===== src/dcpi_pkg.sv =====
// package: constants and types for the dram command pin interface
package dcpi_pkg;
   localparam int ADDR_W = 16;
   localparam int BANK_W = 3;
   localparam int NUM_BANKS = 8;
   localparam int MR_NUM = 4;
   localparam int AP_BIT = 10;
   localparam int BC_BIT = 12;
   // mode register field positions (block-level configuration)
   localparam int MR0_OTF_BIT0 = 0;
   localparam int MR0_OTF_BIT1 = 1;
   localparam int MR1_RTT_LO = 2;
   localparam int MR1_RTT_MID = 6;
   localparam int MR1_RTT_HI = 9;
   localparam int MR1_TDQS_BIT = 11;
   localparam logic [15:0] MR_RESET = 16'h0000;
   localparam logic [1:0] BL_OTF = 2'h1;
   // command code {cs_n, ras_n, cas_n, we_n}
   typedef enum logic [3:0] {
      DCPI_CMD_MRS = 4'h0,
      DCPI_CMD_REF = 4'h1,
      DCPI_CMD_PRE = 4'h2,
      DCPI_CMD_ACT = 4'h3,
      DCPI_CMD_WR = 4'h4,
      DCPI_CMD_RD = 4'h5,
      DCPI_CMD_ZQ = 4'h6,
      DCPI_CMD_NOP = 4'h7
   } dcpi_cmd_type;
   // power states, gray along idle->pd->sr
   typedef enum logic [1:0] {
      DCPI_PW_ON = 2'h0,
      DCPI_PW_PPD = 2'h1,
      DCPI_PW_APD = 2'h3,
      DCPI_PW_SR = 2'h2
   } dcpi_pwr_type;
endpackage


===== src/dcpi_dec_if.sv =====
// interface: decoded command from decoder to core
`timescale 1ns/1ns
interface dcpi_dec_if;
   logic valid;
   dcpi_pkg::dcpi_cmd_type cmd;
   modport dec (output valid, output cmd);
   modport core (input valid, input cmd);
endinterface


===== src/dcpi_cmd_decode.sv =====
// module: registered command decoder gated by chip select
`timescale 1ns/1ns
module dcpi_cmd_decode (
   input wire logic clk,
   input wire logic rst_n,
   input wire logic rx_en,
   input wire logic cs_n,
   input wire logic ras_n,
   input wire logic cas_n,
   input wire logic we_n,
   dcpi_dec_if.dec dec
);
   logic valid_q;
   logic valid_d;
   dcpi_pkg::dcpi_cmd_type cmd_q;
   dcpi_pkg::dcpi_cmd_type cmd_d;

   always_comb begin
      valid_d = rx_en && !cs_n && !(ras_n && cas_n && we_n);
      cmd_d = dcpi_pkg::dcpi_cmd_type'({1'b0, ras_n, cas_n, we_n});
   end

   always_ff @(posedge clk or negedge rst_n) begin
      if (!rst_n) begin
         valid_q <= 1'b0;
         cmd_q <= dcpi_pkg::DCPI_CMD_NOP;
      end else begin
         valid_q <= valid_d;
         cmd_q <= cmd_d;
      end
   end

   assign dec.valid = valid_q;
   assign dec.cmd = cmd_q;

   a_cs_masks: assert property (@(posedge clk) disable iff (!rst_n)
      cs_n |=> !valid_q) else $error("command taken with chip select high");
   a_cmd_code: assert property (@(posedge clk) disable iff (!rst_n)
      valid_q |-> cmd_q == {1'b0, $past(ras_n), $past(cas_n), $past(we_n)})
      else $error("decoded command mismatch");
endmodule


===== src/dcpi_top.sv =====
// module: dram command, address and control pin logic
// Summary of operation
// - activate takes row address; read/write take column and auto-precharge on a10.
// - precharge with a10 low closes one bank, high closes all banks.
// - load mode stores address inputs as the opcode.
// - with on-the-fly enabled, a12 high gives burst eight, low chop four.
// - bank inputs select the bank for activate, read, write, precharge.
// - during load mode bank inputs pick one of four mode registers.
// - all control and address inputs sampled on rising clock.
// - strobe output timed against the clock.
// - clock enable registered high enables circuitry, low disables it.
// - cke low idle gives precharge power-down or self refresh; open row active.
// - cke synchronous except for self refresh exit, which is asynchronous.
// - power-down keeps only clock, cke, reset, termination receivers; here wr_beat and data_mask still act in power-down.
// - self refresh keeps only cke and reset receivers.
// - commands decoded only while chip select registered low.
// - write beats with mask high are not written.
// - on x8 termination strobe mode disables write masking.
// - termination input high applies termination to data, strobe, mask.
// - termination disabled by mode register ignores termination pin.
// - command from row, column strobe, write enable, chip select together.
// - reset is active low and asynchronous.
`timescale 1ns/1ns
module dcpi_top #(
   parameter int ROW_W = 16,
   parameter int DQ_W = 8
) (
   input wire logic clk,
   input wire logic reset_n,
   input wire logic cke,
   input wire logic cs_n,
   input wire logic ras_n,
   input wire logic cas_n,
   input wire logic we_n,
   input wire logic [dcpi_pkg::BANK_W-1:0] bank_addr,
   input wire logic [dcpi_pkg::ADDR_W-1:0] addr,
   input wire logic odt,
   input wire logic data_mask,
   input wire logic wr_beat,
   output logic [dcpi_pkg::NUM_BANKS-1:0] bank_open,
   output logic [dcpi_pkg::ADDR_W-1:0] act_row,
   output logic [dcpi_pkg::ADDR_W-1:0] col_addr,
   output logic auto_pre,
   output logic burst_chop,
   output logic rd_go,
   output logic wr_go,
   output logic [dcpi_pkg::BANK_W-1:0] acc_bank,
   output logic [dcpi_pkg::ADDR_W-1:0] mr0,
   output logic [dcpi_pkg::ADDR_W-1:0] mr1,
   output logic [dcpi_pkg::ADDR_W-1:0] mr2,
   output logic [dcpi_pkg::ADDR_W-1:0] mr3,
   output logic [1:0] pwr_state,
   output logic clk_en_int,
   output logic [DQ_W-1:0] term_on,
   output logic strobe_term_on,
   output logic mask_term_on,
   output logic beat_write_en,
   output logic strobe_ref_clk
);
   if (ROW_W < 13 || ROW_W > dcpi_pkg::ADDR_W || (DQ_W != 8 && DQ_W != 4)) begin : g_bad_width
      $error("unsupported row or data width");
   end

   // ==========================================================
   // receiver enables and command decoder
   // ==========================================================
   dcpi_pkg::dcpi_pwr_type pwr_q;
   dcpi_pkg::dcpi_pwr_type pwr_d;
   logic cke_q;
   logic rx_cmd_en;
   dcpi_dec_if dec_bus ();

   // command counts only if cke was registered high on the edge before
   assign rx_cmd_en = cke_q && pwr_q == dcpi_pkg::DCPI_PW_ON;

   dcpi_cmd_decode u_dec (
      .clk(clk),
      .rst_n(reset_n),
      .rx_en(rx_cmd_en),
      .cs_n(cs_n),
      .ras_n(ras_n),
      .cas_n(cas_n),
      .we_n(we_n),
      .dec(dec_bus)
   );

   // address sampled on the same edge as the command
   logic [dcpi_pkg::ADDR_W-1:0] addr_q;
   logic [dcpi_pkg::BANK_W-1:0] ba_q;
   always_ff @(posedge clk or negedge reset_n) begin
      if (!reset_n) begin
         addr_q <= '0;
         ba_q <= '0;
      end else begin
         addr_q <= addr;
         ba_q <= bank_addr;
      end
   end

   function automatic logic is_cmd(input logic v, input dcpi_pkg::dcpi_cmd_type c,
                                   input dcpi_pkg::dcpi_cmd_type want);
      is_cmd = v && c == want;
   endfunction

   logic do_act;
   logic do_pre;
   logic do_rd;
   logic do_wr;
   logic do_mrs;
   logic do_ref;
   assign do_act = is_cmd(dec_bus.valid, dec_bus.cmd, dcpi_pkg::DCPI_CMD_ACT);
   assign do_pre = is_cmd(dec_bus.valid, dec_bus.cmd, dcpi_pkg::DCPI_CMD_PRE);
   assign do_rd = is_cmd(dec_bus.valid, dec_bus.cmd, dcpi_pkg::DCPI_CMD_RD);
   assign do_wr = is_cmd(dec_bus.valid, dec_bus.cmd, dcpi_pkg::DCPI_CMD_WR);
   assign do_mrs = is_cmd(dec_bus.valid, dec_bus.cmd, dcpi_pkg::DCPI_CMD_MRS);
   assign do_ref = is_cmd(dec_bus.valid, dec_bus.cmd, dcpi_pkg::DCPI_CMD_REF);

   // ==========================================================
   // banks, access and mode registers
   // ==========================================================
   logic [dcpi_pkg::NUM_BANKS-1:0] open_q;
   logic [dcpi_pkg::NUM_BANKS-1:0] open_d;
   logic [dcpi_pkg::ADDR_W-1:0] row_q;
   logic [dcpi_pkg::ADDR_W-1:0] row_d;
   logic [dcpi_pkg::ADDR_W-1:0] col_q;
   logic [dcpi_pkg::ADDR_W-1:0] col_d;
   logic ap_q;
   logic ap_d;
   logic bc_q;
   logic bc_d;
   logic rd_q;
   logic rd_d;
   logic wr_q;
   logic wr_d;
   logic [dcpi_pkg::BANK_W-1:0] bank_q;
   logic [dcpi_pkg::BANK_W-1:0] bank_d;
   logic [dcpi_pkg::ADDR_W-1:0] mr_q [dcpi_pkg::MR_NUM];
   logic [dcpi_pkg::ADDR_W-1:0] mr_d [dcpi_pkg::MR_NUM];
   logic [dcpi_pkg::ADDR_W-1:0] row_mask;
   logic otf_en;

   assign row_mask = dcpi_pkg::ADDR_W'((17'h1 << ROW_W) - 17'h1);
   assign otf_en = mr_q[0][dcpi_pkg::MR0_OTF_BIT1:dcpi_pkg::MR0_OTF_BIT0] == dcpi_pkg::BL_OTF;

   always_comb begin
      open_d = open_q;
      row_d = row_q;
      col_d = col_q;
      ap_d = ap_q;
      bc_d = bc_q;
      bank_d = bank_q;
      rd_d = do_rd;
      wr_d = do_wr;
      mr_d = mr_q;
      if (do_act) begin
         open_d[ba_q] = 1'b1;
         row_d = addr_q & row_mask;
         bank_d = ba_q;
      end
      if (do_pre) begin
         if (addr_q[dcpi_pkg::AP_BIT])
            open_d = '0;
         else
            open_d[ba_q] = 1'b0;
         bank_d = ba_q;
      end
      if (do_rd || do_wr) begin
         col_d = addr_q;
         ap_d = addr_q[dcpi_pkg::AP_BIT];
         bc_d = otf_en && !addr_q[dcpi_pkg::BC_BIT];
         bank_d = ba_q;
         if (addr_q[dcpi_pkg::AP_BIT])
            open_d[ba_q] = 1'b0;
      end
      if (do_mrs && ba_q[2] == 1'b0)
         mr_d[ba_q[1:0]] = addr_q;
   end

   always_ff @(posedge clk or negedge reset_n) begin
      if (!reset_n) begin
         open_q <= '0;
         row_q <= '0;
         col_q <= '0;
         ap_q <= 1'b0;
         bc_q <= 1'b0;
         rd_q <= 1'b0;
         wr_q <= 1'b0;
         bank_q <= '0;
         for (int i = 0; i < dcpi_pkg::MR_NUM; i++) begin
            mr_q[i] <= dcpi_pkg::MR_RESET;
         end
      end else begin
         open_q <= open_d;
         row_q <= row_d;
         col_q <= col_d;
         ap_q <= ap_d;
         bc_q <= bc_d;
         rd_q <= rd_d;
         wr_q <= wr_d;
         bank_q <= bank_d;
         mr_q <= mr_d;
      end
   end

   // ==========================================================
   // clock enable power states
   // ==========================================================
   always_comb begin
      pwr_d = pwr_q;
      case (pwr_q)
         dcpi_pkg::DCPI_PW_ON: begin
            if (!cke_q) begin
               if (do_ref)
                  pwr_d = dcpi_pkg::DCPI_PW_SR;
               else if (|open_q)
                  pwr_d = dcpi_pkg::DCPI_PW_APD;
               else
                  pwr_d = dcpi_pkg::DCPI_PW_PPD;
            end
         end
         dcpi_pkg::DCPI_PW_PPD, dcpi_pkg::DCPI_PW_APD: begin
            if (cke)
               pwr_d = dcpi_pkg::DCPI_PW_ON;
         end
         dcpi_pkg::DCPI_PW_SR: begin
            if (cke)
               pwr_d = dcpi_pkg::DCPI_PW_ON;
         end
         default: pwr_d = dcpi_pkg::DCPI_PW_ON;
      endcase
   end

   always_ff @(posedge clk or negedge reset_n) begin
      if (!reset_n)
         cke_q <= 1'b0;
      else
         cke_q <= cke;
   end

   logic sr_q;
   always_ff @(posedge clk or negedge reset_n) begin
      if (!reset_n)
         pwr_q <= dcpi_pkg::DCPI_PW_ON;
      else
         pwr_q <= pwr_d;
   end
   assign sr_q = pwr_q == dcpi_pkg::DCPI_PW_SR;

   // ==========================================================
   // termination and write mask
   // ==========================================================
   logic rtt_en;
   logic tdqs_en;
   logic odt_q;
   logic odt_d;
   assign rtt_en = mr_q[1][dcpi_pkg::MR1_RTT_LO] || mr_q[1][dcpi_pkg::MR1_RTT_MID]
                   || mr_q[1][dcpi_pkg::MR1_RTT_HI];
   assign tdqs_en = DQ_W == 8 && mr_q[1][dcpi_pkg::MR1_TDQS_BIT];

   always_comb begin
      odt_d = odt_q;
      if (sr_q || !rtt_en)
         odt_d = 1'b0;
      else
         odt_d = odt;
   end

   always_ff @(posedge clk or negedge reset_n) begin
      if (!reset_n)
         odt_q <= 1'b0;
      else
         odt_q <= odt_d;
   end

   assign term_on = {DQ_W{odt_q}};
   assign strobe_term_on = odt_q;
   assign mask_term_on = odt_q;
   assign beat_write_en = wr_beat && !sr_q && (tdqs_en || !data_mask);

   // ==========================================================
   // outputs
   // ==========================================================
   assign bank_open = open_q;
   assign act_row = row_q;
   assign col_addr = col_q;
   assign auto_pre = ap_q;
   assign burst_chop = bc_q;
   assign rd_go = rd_q;
   assign wr_go = wr_q;
   assign acc_bank = bank_q;
   assign mr0 = mr_q[0];
   assign mr1 = mr_q[1];
   assign mr2 = mr_q[2];
   assign mr3 = mr_q[3];
   assign pwr_state = pwr_q;
   // self refresh exit follows cke without waiting for an edge
   assign clk_en_int = sr_q ? cke : cke_q;
   assign strobe_ref_clk = clk && pwr_q == dcpi_pkg::DCPI_PW_ON;

   // ==========================================================
   // checks
   // ==========================================================
   a_pre_all: assert property (@(posedge clk) disable iff (!reset_n)
      do_pre && addr_q[dcpi_pkg::AP_BIT] |=> open_q == '0)
      else $error("precharge all left a bank open");
   a_pre_one: assert property (@(posedge clk) disable iff (!reset_n)
      do_pre && !addr_q[dcpi_pkg::AP_BIT] |=> !open_q[$past(ba_q)])
      else $error("precharge bank still open");
   a_act_bank: assert property (@(posedge clk) disable iff (!reset_n)
      do_act |=> open_q[$past(ba_q)] && bank_q == $past(ba_q))
      else $error("activate did not open bank");
   a_mrs_load: assert property (@(posedge clk) disable iff (!reset_n)
      do_mrs && ba_q == 3'h2 |=> mr_q[2] == $past(addr_q))
      else $error("mode register not loaded");
   a_chop_sel: assert property (@(posedge clk) disable iff (!reset_n)
      (do_rd || do_wr) && otf_en |=> bc_q == !$past(addr_q[dcpi_pkg::BC_BIT]))
      else $error("burst chop wrong");
   a_apd_entry: assert property (@(posedge clk) disable iff (!reset_n)
      pwr_q == dcpi_pkg::DCPI_PW_ON && !cke_q && !do_ref && |open_q
      |=> pwr_q == dcpi_pkg::DCPI_PW_APD) else $error("active power-down missed");
   a_sr_entry: assert property (@(posedge clk) disable iff (!reset_n)
      pwr_q == dcpi_pkg::DCPI_PW_ON && !cke_q && do_ref |=> sr_q)
      else $error("self refresh entry missed");
   a_sr_exit: assert property (@(posedge clk) disable iff (!reset_n)
      sr_q && cke |-> clk_en_int ##1 pwr_q == dcpi_pkg::DCPI_PW_ON)
      else $error("self refresh exit missed");
   a_pd_nocmd: assert property (@(posedge clk) disable iff (!reset_n)
      pwr_q != dcpi_pkg::DCPI_PW_ON |=> !dec_bus.valid)
      else $error("command taken in power-down");
   a_odt_off: assert property (@(posedge clk) disable iff (!reset_n)
      !rtt_en |=> !odt_q) else $error("termination applied while disabled");
   a_mask_beat: assert property (@(posedge clk) disable iff (!reset_n)
      wr_beat && data_mask && !tdqs_en |-> !beat_write_en)
      else $error("masked beat written");
endmodule


===== config.mk =====
export PLATFORM = sky130hd
export DESIGN_NAME = dcpi_top
export DESIGN_NICKNAME = d
export VERILOG_FILES = /design/src/dcpi_pkg.sv /design/src/dcpi_dec_if.sv /design/src/dcpi_cmd_decode.sv /design/src/dcpi_top.sv
export SDC_FILE = /design/constraint.sdc
export NUM_CORES = 1
export LEC_CHECK = 0
export ABC_AREA = 1
export BUFFER_PORTS_ARGS = -buffer_cell sky130_fd_sc_hd__buf_2
export CAP_MARGIN = 5
export CORE_ASPECT_RATIO = 0.5
export CORE_MARGIN = 8
export CORE_UTILIZATION = 40
export CTS_CLUSTER_DIAMETER = 50
export DETAILED_ROUTE_END_ITERATION = 8
export PLACE_DENSITY = 0.61
export SETUP_SLACK_MARGIN = 0.02
export SLEW_MARGIN = 0
export SYNTH_ARGS = -nofsm -noshare
export SYNTH_HDL_FRONTEND = slang
export SYNTH_SLANG_ARGS = --single-unit

===== constraint.sdc =====
create_clock -name clk -period 1.5 [get_ports clk]
set_input_delay 0.075 -clock clk [delete_from_list [all_inputs] [get_ports clk]]
set_output_delay 0.075 -clock clk [all_outputs]
set_load 0.1 [all_outputs]

* After elaboration in Yosys (flattened, before gate mapping)
Index checks and enable logic that the tools add are counted. W data, S select, Z words.
Word-level totals: flip-flop bits (word level) 138, input port bits 29, logic and storage cells 95
Operators by class: order comparisons 4, equal/unequal tests 11, mux-type cells 20, bitwise gates (word level) 6, reduce and logical (&&, ||, !) cells 35
Operator list (number):
- $bwmux W64 | 1
- $mux W8 | 5
- $demux W16 S2 | 1
- $logic_and A1 B1 Y1 | 18
- $and A8 B8 Y8 | 2
- $mux W16 | 1
- $mux W3 | 3
- $mux W2 | 4
- $not A8 Y8 | 1
- $or A8 B8 Y8 | 1
- $reduce_or A8 Y1 | 1
- $eq A3 B2 Y1 const B | 2
- $eq A3 B3 Y1 const B | 2
- $logic_not A1 Y1 | 6
- $logic_or A1 B1 Y1 | 5
- $eq A2 B1 Y1 const B | 2
- $eq A2 B2 Y1 const B | 2
- $logic_not A4 Y1 | 1
- $lt A3 B4 Y1 const B | 1
- $pmux W2 S2 | 1
- $demux W1 S3 | 1
- $eq A3 B1 Y1 const B | 1
- $ge A3 B1 Y1 const B | 1
- $ge A3 B3 Y1 const B | 1
- other kinds (10) | 12

* Longest topological paths before layout
depth after elaboration 12, gate-level depth with buffers 7

* By module
A second synthesis with hierarchy kept.
Second synthesis, totals: cells, all modules 528, area total of the unflattened synthesis 5357.6 um^2
By module, submodules not included:
- dcpi_top | times used 1, cells an instance 517, area an instance 5220.0 um^2, seq. area each 3328.2 um^2
- dcpi_cmd_decode | times used 1, cells an instance 11, area an instance 137.6 um^2, seq. area each 103.8 um^2

==> out/metrics.yaml <==
timing:
  finalSetupViolCount: 5
  relSlewSlack_pct: 65.9
  worst_slack_ps: -139
  fin_crit_sh_pct: 109
  fin_crit_ps: 1640
  hold_ws_ps: 48.1
  hold_viol: 0
  report.final.slew_viol_count: 0
  skew_ps: 7.03
  clock.fmax_mhz: 610
  rsz0062_at_grt: "yes"
  tightest_slew_ps: 515
place:
  place_inst: 841
  port_buffers: 154
  routabilityCongestion: 0.815
  dp_hpwl_mm: 9.94
logic_synthesis:
  synthTopCellsByArea: "dfrtp_1, nand2_1, o21ai_2"
  synth_top_area_share_pct: 61.4
  yosys.area.top_type: "dfrtp_1"
  synth_top_family_by_area: "simple AND/OR/NAND/NOR gates"
  netlist_area_sq_mm: 0.00546
  syn-num-nets: 551
  synth_cell_types: 25
  yosysSeqAreaShare_pct: 62.9
  ys_ff_latch: 137
  synth_compound_gate_area_share_pct: 13.8
  yosysWarnings: 0
  yosys.area_share.simple_pct: 15.6
  synth-adder-area-share_pct: 0
  synth.avg_cell_area_sq_um: 10.5
  synthXorXnorAreaFrac_pct: 0
  netlist_instances: 522
  synthMuxAreaShare_pct: 0
die:
  core_sq_mm: 0.0134
  die-area_sq_mm: 0.0179
  fp-row-count: 30
  start_util_pct: 40.6
  ioPinCount: 155
  die_x_microns: 181
  die_y_microns: 98.6
detailed_routing:
  totalWireLength_mm: 13.9
  ant_nets: 0
  viasPerCell: 4.57
  drcViolationCount: 0
  dr.pass1.iters: 5
  vias: 4124
  wl_per_cell_microns: 15.4
  drt_iter0_drc: 242
power_and_ir_drop:
  power.leakage_nw: 4.00
  total_power_mw: 16.6
  power.density_mw_per_mm2: 2200
  vdd_drop_max_uv: 1670
setup_path:
  crit_chain: "nor2_4, nand2_2, o21ai_4, buf_12"
  critPathTopFamily: "flip-flops"
  startpoint_type: "register"
  path_buf_inv: 1
  max_stage_delay_ps: 510
  crit_required_ps: 1420
  critPathSlowestCell: "dfrtp_4"
  critPathCaptureType: "output pin"
  critPathArrivalTime_ps: 1560
  critical_path_peak_fanout: 3
  crit_type: "reg2out"
global_routing:
  antenna_found_initial: 0
  grt_pass1_vias: 4268
  grt_start_max_net_pins: 44
  grt_pass1_wl_mm: 22.5
  grt.overflow.total: 0
  track_usage_pct: 16.1
finish:
  antenna_cells: 0
  area.growth.synth_to_final_pct: 38.4
  fin_cells: 902
  nNetsFinal: 744
  drive_above_1_share_pct: 40.5
clock_tree:
  clk_latency_ps: 520
  cts_tree: "yes"
  clk_pin_slew_worst_paths_ps: 60
flow_run:
  maxCapViolCount: 0
hold_path:
  hp-class: "in2async"
run_status:
  failed_checks: "negative setup slack"
  status: "finished, violations left"
[synth_stat cells]
master	number
nand2_1	152
dfrtp_1	134
o21ai_2	57
inv_1	34
nor2_1	32
o21ai_1	24
o21ai_0	23
buf_6	15
buf_4	11
nand3_1	9
inv_2	6
nand2_2	4
buf_2	3
dfstp_2	3
a21oi_1	2
nor2_2	2
nor3_1	2
nor3b_1	2
clkbuf_1	1
nand2_4	1
nand4_1	1
nor2_4	1
nor2_8	1
o21a_1	1
or2_2	1
[timing repair]
| action | CTS | global route |
|---|---|---|
| resized for setup | 13 | 11 |
| hold buffers | 26 | 0 |
| buffers inserted | 3 | 0 |
| hold endpoints to repair | 164 | 0 |
| pin swaps | 3 | 0 |
| setup endpoints to repair | 7 | 16 |
[worst paths after layout]
path	from	end	slack, ps	depth (start not counted)
max reg2reg	u_dec.dec.cmd[1]$_DFF_PN1_	mr2[5]$_DFFE_PN0P_	130	7
max in group asynchronous	reset_n	mr1[11]$_DFFE_PN0P_	860	3
min	reset_n	mr1[8]$_DFFE_PN0P_	50	2
max	pwr_state[0]$_DFFE_PN0P_	clk_en_int	-140	4
min reg2reg	act_row[15]$_DFFE_PN0N_	act_row[15]$_DFFE_PN0N_	470	2
min in group clk	addr[8]	addr_q[8]$_DFF_PN0_	190	2
[stage by stage]
| step | TNS, ps | area, sq um | setup WS [ps] | util [%] |
|---|---|---|---|---|
| 4_1_cts | -397 | 7530 | -165 | 56.0 |
| 5_1_grt | -477 | 7560 | -203 | 56.2 |
| 3_3_place_gp | 0 | 6500 | 135 | 48.4 |
| 6_report | -315 | 7560 | -139 | 56.2 |
| 2_1_floorplan | -159 | 5500 | -86.3 | - |
| 3_5_place_dp | 0 | 6500 | 131 | 48.4 |
[cells in the final DEF (no fill, tap or decap), types with 2 or more instances in the layout]
cell	instances
dfrtp_4	3
nor2_4	3
clkinv_4	2
nor2_1	30
o21ai_2	57
nand2_2	5
dfstp_2	3
clkinv_2	2
buf_2	138
bufinv_16	4
nand2_1	151
inv_2	6
dfrtp_1	130
dlygate4sd3_1	26
clkinvlp_4	2
buf_12	12
buf_4	12
buf_6	2
clkbuf_8	2
o21ai_0	22
a21oi_1	2
nand3_1	9
clkbuf_16	20
inv_1	33
clkbuf_4	10
nor3_1	2
nor2_2	2
o21ai_1	24
[cell families after synthesis]
| kind of cell | Yosys count |
|---|---|
| AO/OA/AOI/OAI | 107 |
| buffers and inverters | 70 |
| AND/OR/NAND/NOR | 208 |
| flip-flops | 137 |
[metal layers]
| layer | part of all wire, % | track usage, % | vias to the layer above |
|---|---|---|---|
| li1 | - | - | 2046 |
| met1 | 42 | 18.0 | 1968 |
| met2 | 50 | 27.2 | 88 |
| met3 | 5.6 | 6.13 | 22 |
| met4 | 1.8 | 7.20 | 0 |
| met5 | 0 | 0 | - |
[state kept, by name (all words and copies together) (netlist names), 2 cells and up]
signal and cells:
mr2 16, bank_open 8, act_row 16, acc_bank 3
mr1 16, u_dec.dec.cmd 3, ba_q 3, col_addr 16
addr_q 16, pwr_state 2, mr3 16, mr0 16
[power breakdown]
part,internal (mW),total (mW),switching (mW)
sequential,4.34,4.73,0.391
clock,3.33,5.12,1.79
combinational,1.06,6.78,5.72
[worst register-to-register path: stages (launching register included)]
cell and delay, ps:
dfstp_2 550, inv_2 50, nand2_1 180, nor2_8 60, nand2_2 80, buf_12 200, nand2_1 100, o21ai_2 60
[area by class of cell]
type	count	area, sq um
Sequential cell	137	3440
Clock buffer	23	548
Tap cell	176	220
Multi-Input combinational cell	315	1650
Fill cell	1205	5880
Inverter	40	153
Timing Repair Buffer	200	1370
Clock inverter	11	171
No activity file was read; power rests on OpenSTA's default activity.
